File: config.mk
export PLATFORM = sky130hd
export DESIGN_NAME = bus_cycle_sequencer
export DESIGN_NICKNAME = d
export VERILOG_FILES = /design/src/shared/bus_seq_pkg.sv /design/src/hdl/bus_cycle_sequencer.sv
export SDC_FILE = /design/constraint.sdc
export NUM_CORES = 1
export LEC_CHECK = 0
export BUFFER_PORTS_ARGS = -buffer_cell sky130_fd_sc_hd__buf_2
export CORE_MARGIN = 3
export CORE_UTILIZATION = 55
export DETAILED_ROUTE_END_ITERATION = 12
export PLACE_DENSITY = 0.83
export SYNTH_ARGS = -nofsm -noshare
export SYNTH_HDL_FRONTEND = slang
export SYNTH_SLANG_ARGS = --single-unit
File: constraint.sdc
create_clock -name SYS_CLK_IN -period 3.9 [get_ports SYS_CLK_IN]
set_input_delay 0 -clock SYS_CLK_IN [delete_from_list [all_inputs] [get_ports SYS_CLK_IN]]
set_output_delay 0 -clock SYS_CLK_IN [all_outputs]
set_load 0.02 [all_outputs]
File: src/shared/bus_seq_pkg.sv
// Constants and types for the bus machine-cycle sequencer
// Assumes a single processor clock, one T-state per clock
`default_nettype none
package bus_seq_pkg;
  localparam int ADDR_W = 16;
  localparam int DATA_W = 8;
  // Internal idle states per instruction class
  localparam logic [2:0] IDLE_REG_ALU = 3'h1;
  localparam logic [2:0] IDLE_PAIR_ALU = 3'h4;
  localparam logic [2:0] IDLE_INDEXED = 3'h3;
  // T-states in a bus cycle
  localparam logic [1:0] BUS_STATES = 2'h3;
  localparam logic [ADDR_W-1:0] PC_RESET = 16'h0000;
  // Instruction classes handed in by the decoder
  typedef enum logic [2:0] {
    CLS_REG_ALU,
    CLS_PAIR_ALU,
    CLS_IMM_ALU,
    CLS_PTR_ALU,
    CLS_IDX_ALU,
    CLS_IDX_BIT,
    CLS_BIT_REG,
    CLS_BIT_PTR
  } instr_class_t;
  // Machine cycle kinds
  typedef enum {
    CYC_FETCH1,
    CYC_FETCH2,
    CYC_DISP,
    CYC_FETCH3,
    CYC_OPERAND,
    CYC_DATA,
    CYC_IDLE
  } cycle_t;
endpackage
`default_nettype wire

File: src/hdl/bus_cycle_sequencer.sv
// Machine-cycle sequencer for the external processor bus
// Assumes the decoder gives the instruction class and prefix flag during fetches
// Behaviour
// - First cycle: three-state opcode fetch, read, memory, fetch low, status low.
// - Prefixed instructions fetch second opcode byte likewise, status driven high.
// - Idle states: address invalid, data floating, all strobes and status high.
// - Immediate or pointer-indirect ALU ops read one operand after the fetch.
// - Indexed ALU: two fetches, displacement, idle states, data read at index+d.
// - Indexed bit test: two fetches, displacement, third fetch, then data read.
`default_nettype none
module bus_cycle_sequencer
  import bus_seq_pkg::*;
(
  // Clock and reset
  input wire logic SYS_CLK_IN,
  input wire logic RESET_IN,
  // Decoder
  input wire logic [2:0] CLASS_IN,
  input wire logic PREFIX_IN,
  input wire logic USE_Y_IN,
  input wire logic [ADDR_W-1:0] POINTER_PAIR_IN,
  input wire logic [ADDR_W-1:0] INDEX_REG_X_IN,
  input wire logic [ADDR_W-1:0] INDEX_REG_Y_IN,
  // Data bus
  input wire logic [DATA_W-1:0] DATA_IN,
  output logic [DATA_W-1:0] DATA_OUT,
  output logic DATA_OE_N_OUT,
  // Address and strobes
  output logic [ADDR_W-1:0] ADDRESS_OUT,
  output logic ADDRESS_VALID_OUT,
  output logic READ_STROBE_N_OUT,
  output logic WRITE_STROBE_N_OUT,
  output logic MEMORY_REQUEST_N_OUT,
  output logic IO_REQUEST_N_OUT,
  output logic FETCH_CYCLE_N_OUT,
  output logic HALTED_N_OUT,
  output logic STATUS_OUT,
  // Timing
  output logic CYCLE_END_OUT
);
  cycle_t cycle;
  cycle_t next_cycle;
  instr_class_t cls;
  logic [1:0] t_state;
  logic [2:0] idle_left;
  logic [ADDR_W-1:0] pc;
  logic [DATA_W-1:0] disp;
  logic is_bus;
  logic last_state;
  logic is_fetch;
  logic [ADDR_W-1:0] index_base;
  logic [ADDR_W-1:0] bus_addr;
  instr_class_t eff_cls;
  logic [1:0] next_t_state;
  logic [2:0] next_idle_left;
  logic [ADDR_W-1:0] next_pc;
  logic [ADDR_W-1:0] next_address;
  logic next_valid;
  logic next_read_n;
  logic next_memory_request_n_n;
  logic next_fetch_n;
  logic next_status;
  logic uses_pointer;
  logic uses_index;
  logic load_idle;
  logic take_class;
  logic take_disp;
  logic step_pc;

  // Sign-extended displacement added to an index base
  function automatic logic [ADDR_W-1:0] add_disp(input logic [ADDR_W-1:0] b, input logic [DATA_W-1:0] d);
    add_disp = b + {{(ADDR_W-DATA_W){d[DATA_W-1]}}, d};
  endfunction

  // Classes whose data read goes to the pointer pair
  function automatic logic is_ptr_class(input instr_class_t c);
    is_ptr_class = (c == CLS_PTR_ALU) || (c == CLS_BIT_PTR);
  endfunction

  // Classes whose data read goes to index plus displacement
  function automatic logic is_idx_class(input instr_class_t c);
    is_idx_class = (c == CLS_IDX_ALU) || (c == CLS_IDX_BIT);
  endfunction

  // Number of idle states a class inserts
  function automatic logic [2:0] idle_count(input instr_class_t c);
    if (c == CLS_PAIR_ALU) begin
      idle_count = IDLE_PAIR_ALU;
    end else if (c == CLS_IDX_ALU) begin
      idle_count = IDLE_INDEXED;
    end else begin
      idle_count = IDLE_REG_ALU;
    end
  endfunction

  // Cycle decoding
  assign is_bus = (cycle != CYC_IDLE);
  assign is_fetch = (cycle == CYC_FETCH1) || (cycle == CYC_FETCH2) || (cycle == CYC_FETCH3);
  assign last_state = is_bus ? (t_state == BUS_STATES - 2'h1) : (idle_left == 3'h1);
  assign eff_cls = (cycle == CYC_FETCH1) ? instr_class_t'(CLASS_IN) : cls;
  assign index_base = USE_Y_IN ? INDEX_REG_Y_IN : INDEX_REG_X_IN;

  // Address selection
  assign uses_pointer = (cycle == CYC_DATA) && is_ptr_class(cls);
  assign uses_index = (cycle == CYC_DATA) && is_idx_class(cls);
  assign bus_addr = uses_pointer ? POINTER_PAIR_IN
                  : uses_index ? add_disp(index_base, disp) : pc;

  // Next values of counters and captured fields
  assign next_t_state = (is_bus && !last_state) ? t_state + 2'h1 : 2'h0;
  assign load_idle = last_state && (next_cycle == CYC_IDLE);
  assign next_idle_left = load_idle ? idle_count(eff_cls)
                        : (!is_bus && !last_state) ? idle_left - 3'h1 : idle_left;
  assign take_class = (cycle == CYC_FETCH1) && last_state;
  assign take_disp = (cycle == CYC_DISP) && last_state;
  assign step_pc = is_bus && last_state && (cycle != CYC_DATA);
  assign next_pc = step_pc ? pc + 16'h1 : pc;

  // Bus outputs for the cycle now running
  assign next_address = bus_addr;
  assign next_valid = is_bus;
  assign next_read_n = !is_bus;
  assign next_memory_request_n_n = !is_bus;
  assign next_fetch_n = !is_fetch;
  assign next_status = (cycle != CYC_FETCH1);

  // Cycle selection after the last state of a cycle
  always_comb begin
    next_cycle = CYC_FETCH1;
    unique case (cycle)
      CYC_FETCH1: begin
        if (PREFIX_IN) next_cycle = CYC_FETCH2;
        else if (eff_cls == CLS_REG_ALU || eff_cls == CLS_PAIR_ALU) next_cycle = CYC_IDLE;
        else if (eff_cls == CLS_IMM_ALU) next_cycle = CYC_OPERAND;
        else if (eff_cls == CLS_PTR_ALU) next_cycle = CYC_DATA;
      end
      CYC_FETCH2: begin
        if (cls == CLS_IDX_ALU || cls == CLS_IDX_BIT) next_cycle = CYC_DISP;
        else if (cls == CLS_PAIR_ALU) next_cycle = CYC_IDLE;
        else if (cls == CLS_BIT_PTR || cls == CLS_PTR_ALU) next_cycle = CYC_DATA;
      end
      CYC_DISP: next_cycle = (cls == CLS_IDX_BIT) ? CYC_FETCH3 : CYC_IDLE;
      CYC_FETCH3: next_cycle = CYC_DATA;
      CYC_IDLE: next_cycle = (cls == CLS_IDX_ALU) ? CYC_DATA : CYC_FETCH1;
      CYC_OPERAND: next_cycle = CYC_FETCH1;
      CYC_DATA: next_cycle = CYC_FETCH1;
    endcase
  end

  // Machine cycle and T-state
  always_ff @(posedge SYS_CLK_IN) begin
    if (RESET_IN) begin
      cycle <= CYC_FETCH1;
      t_state <= 2'h0;
    end else begin
      if (last_state) cycle <= next_cycle;
      t_state <= next_t_state;
    end
  end

  // Idle state counter
  always_ff @(posedge SYS_CLK_IN) begin
    if (RESET_IN) begin
      idle_left <= 3'h0;
    end else begin
      idle_left <= next_idle_left;
    end
  end

  // Class captured at the end of the first fetch
  always_ff @(posedge SYS_CLK_IN) begin
    if (RESET_IN) begin
      cls <= CLS_REG_ALU;
    end else if (take_class) begin
      cls <= eff_cls;
    end
  end

  // Opcode and operand address counter
  always_ff @(posedge SYS_CLK_IN) begin
    if (RESET_IN) begin
      pc <= PC_RESET;
    end else begin
      pc <= next_pc;
    end
  end

  // Displacement taken at the end of its read
  always_ff @(posedge SYS_CLK_IN) begin
    if (RESET_IN) begin
      disp <= '0;
    end else if (take_disp) begin
      disp <= DATA_IN;
    end
  end

  // Bus outputs registered, idle states float the bus
  always_ff @(posedge SYS_CLK_IN) begin
    if (RESET_IN) begin
      ADDRESS_OUT <= '0;
      ADDRESS_VALID_OUT <= 1'b0;
      READ_STROBE_N_OUT <= 1'b1;
      MEMORY_REQUEST_N_OUT <= 1'b1;
      FETCH_CYCLE_N_OUT <= 1'b1;
      STATUS_OUT <= 1'b1;
    end else begin
      ADDRESS_OUT <= next_address;
      ADDRESS_VALID_OUT <= next_valid;
      READ_STROBE_N_OUT <= next_read_n;
      MEMORY_REQUEST_N_OUT <= next_memory_request_n_n;
      FETCH_CYCLE_N_OUT <= next_fetch_n;
      STATUS_OUT <= next_status;
    end
  end

  // Only read cycles here: never writes, no I/O, never halted
  assign WRITE_STROBE_N_OUT = 1'b1;
  assign IO_REQUEST_N_OUT = 1'b1;
  assign HALTED_N_OUT = 1'b1;
  assign DATA_OUT = '0;
  assign DATA_OE_N_OUT = 1'b1;
  assign CYCLE_END_OUT = last_state;
endmodule
`default_nettype wire

==> summary.txt <==
Timing
  • Tightest hold margin: between 0.01 and 0.015 ns
  • RSZ-0062 raised after global routing: false
  • Worst-Margin Slew: between 0.8 and 0.9 ns
  • Setup tns final: 0 ns
  • Final Cycle Share: roughly 64%
  • Hold Fails Final Rpt: 0
  • Pins Over Slew Limit: 0
  • Max Clock Skew: a little under 0.009 ns
  • Fmax: between 400 and 500 MHz
  • Min Tclk post-route: 2.49 ns
  • Slew HR: 40.3%
  • Final setup viols: 0

Synth
  • Synth Instances: between 400 and 500
  • Seq/Total Area, Yosys: between 30% and 40%
  • Cell variety after synth: slightly above 60
  • #FFs+latches synth: 55
  • Ys Warns: 0
  • FFs w/ async S/R, synth: 0%
  • Most used DFF post-synth: dfxtp_1
  • Mapped Area: approximately 3500 um2
  • Number of synthesized flops with an enable pin: 0
  • Syn_area_per_cell: roughly 8.5 um2

Clock network
  • CTS hold repair buffers: 20
  • Num CTS Buffers: 5
  • Post-CTS Setup Bufs: 0
  • CTS tree: built
  • Clock transition at the registers of the reported paths: around 0.090 ns
  • Clk buf depth: 2
  • Clock latency at the later pin of the worst-skew pair: 0.32 ns
  • # H-tree levels: 2
  • Root buffer cell: clkbuf_8
  • Gates resized, CTS repair: 0
  • CTS Sinks: 55

Drt
  • Detailed Route WL: around 9.1 mm
  • Length of routed met2 wiring: 4.47 mm
  • DRT Pass-1 Iters: 5
  • Met3 WL: roughly 570 um
  • Antenna-violating nets left: 0
  • Via total after detailed routing: around 3,400
  • Initial detailed-routing violation count: 175
  • Wire per inst: approximately 16 um
  • Vias per cell: a little under 6
  • DR DRC count: 0
  • Metal-1 WL: 3.82 mm
  • Top Layer Used: met4

Setup path
  • R2R depth: 9
  • Crit path DAT: between 2 and 3 ns
  • CP startpoint kind: primary input
  • R2r setup slk: approximately 1.5 ns
  • Worst EP required: roughly 4.1 ns
  • Crit Path Class: primary input to register
  • CP endpoint kind: register
  • Worst-path fanout max: 16

Min path
  • Hold WC Path Type: primary input to register
  • WHS Path Cells: 3

Power
  • Worst VDD drop: between 0.2 and 0.25 mV
  • Lkg Pwr: between 0.0015 and 0.002 uW
  • Overall Power: approximately 1300 uW
  • Power Density: between 300 and 400 nW/um2

Global route
  • Vias in the first global route: approximately 3,200
  • Overall Global Routing Usage: roughly a quarter
  • First-pass GRT wire length: about 15 mm
  • Largest net degree at the start of global routing: 44
  • GRT Residual Overflow: 0
  • Initial antenna violation count: 0

Floorplanning
  • Die Footprint: around 7400 um2
  • Number of I/O pins: between 90 and 100
  • Rows: 28
  • Die width: between 80 and 90 um
  • Die Span Y: 86.1 um
  • Starting Density: about three fifths
  • Core Region: around 6100 um2

Cells and area
  • Layout cells sized above 1: 23.6%
  • N_diodes: 0
  • Final nets: 587
  • Area Overhead vs Synth: 19.9%
  • Layout Cells excl Fill: between 500 and 600

Flow run
  • Maxcap violations: 0

Placement
  • Placed insts: roughly 550
  • Placer Congestion: 0.928
  • Port Buf Inserts: 84
  • Detailed Place HPWL: about 6.2 mm

Run status
  • Status: complete, no violations
==> layout make-up <==
| cell class | count | area (um2) |
|---|---|---|
| clock inverters | 2 | 60.1 |
| fillers | 481 | 1830 |
| multi-input cells | 325 | 2230 |
| flip-flops and latches | 55 | 1100 |
| repair buffers | 104 | 621 |
| clock buffers | 6 | 72.6 |
| inverters | 13 | 48.8 |
| well taps | 75 | 93.8 |
==> power by group <==
group / internal [uW] / total (uW) / switching [uW] / leakage (uW)
Sequential: 582 / 609 / 27.3 / 0.000445
Combinational: 119 / 266 / 147 / 0.00130
Clock: 257 / 448 / 191 / 0.0000654
==> per-layer routing <==
layer	vias to the layer above	track usage (%)
met3	34	4.51
li1	1634	-
met4	0	8.92
met5	-	0
met1	1561	29.5
met2	133	44.0
==> metrics by stage <==
stage | instance area, um2 | setup slack [ns] | utilization, %
after floorplan | 3560 | 1.30 | -
after global placement | 3900 | 1.37 | 64.3
after detailed placement | 3900 | 1.15 | 64.3
after CTS | 4230 | 1.45 | 69.8
after global routing | 4230 | 1.17 | 69.8
final | 4230 | 1.41 | 69.8
==> worst max-delay path: stages <==
cell and delay [ns]:
buf_2 0.33, mux2_2 0.38, ha_1 0.21, inv_1 0.08, fa_1 0.20, nand2b_1 0.18, a21oi_1 0.10, a211oi_1 0.55
o21ai_0 0.32, xnor2_1 0.20, o22ai_1 0.09
==> synth_stat cells, types with 2 or more instances <==
library cell	instances	share of area [%]
dfxtp_1	55	31
nor2_1	49	5.2
nand2_1	31	3.3
a21oi_1	28	4.0
ha_1	19	6.7
mux2i_1	19	5.4
mux2_2	15	4.8
xor2_1	15	3.7
buf_4	14	3.0
o21ai_0	14	2.0
inv_1	13	1.4
nand3_1	13	1.8
xnor2_1	11	2.7
clkbuf_1	8	0.85
nand2b_1	8	1.4
buf_2	7	0.99
a211oi_1	6	1.3
nand4_1	6	1.1
o211ai_1	6	1.3
a21o_1	4	0.85
and3_1	4	0.71
nor3_1	4	0.57
o211a_1	4	1.1
o221ai_1	4	0.99
or3_1	4	0.71
a311oi_1	3	0.75
a31oi_1	3	0.53
buf_1	3	0.32
nand3b_1	3	0.64
o31ai_1	3	0.64
and4_1	2	0.50
conb_1	2	0.21
nor2b_1	2	0.35
nor3_2	2	0.57
nor4_1	2	0.35
o22ai_1	2	0.35
or2_2	2	0.35
==> cells by family (layout without fill, tap and decap cells) <==
logic type	Yosys count	count (layout)	share of synthesized area (%)
simple gates	138	138	19.2
other cells	2	12	0.213
compound gates	95	95	18.8
buf+inv	45	125	6.53
fa+ha+maj	20	20	7.31
flops	55	55	31.2
xor+xnor	26	26	6.46
mux	34	34	10.2
==> registers in the layout (all words and copies together) (netlist names) <==
signal,cells
ADDRESS_OUT,16
pc,16
disp,8
cls,3
cycle,3
idle_left,3
t_state,2
ADDRESS_VALID_OUT,1
FETCH_CYCLE_N_OUT,1
MEMORY_REQUEST_N_OUT,1
STATUS_OUT,1
==> placed cells by master (no fill, tap or decap), types with 4 or more instances in the layout <==
| cell type | instances |
|---|---|
| a21oi_1 | 28 |
| nand4_1 | 6 |
| dfxtp_1 | 55 |
| mux2i_1 | 19 |
| o221ai_1 | 4 |
| a21o_1 | 4 |
| dlygate4sd3_1 | 20 |
| xor2_1 | 15 |
| mux2_2 | 15 |
| nand2_1 | 31 |
| o21ai_0 | 14 |
| inv_1 | 13 |
| nand3_1 | 13 |
| conb_1 | 12 |
| a211oi_1 | 6 |
| ha_1 | 19 |
| clkbuf_8 | 5 |
| nor2_1 | 49 |
| nor3_1 | 4 |
| o211a_1 | 4 |
| nand2b_1 | 8 |
| or3_1 | 4 |
| buf_2 | 84 |
| and3_1 | 4 |
| xnor2_1 | 11 |
| o211ai_1 | 6 |
==> final timing paths <==
path,from,to
worst max-delay path,USE_Y_IN,ADDRESS_OUT[10]
worst min-delay path,CLASS_IN[1],cls[1]
worst min register to register,t_state[0],t_state[0]
worst max register to register,disp[0],ADDRESS_OUT[10]
Power figures use the tool's default switching activity.
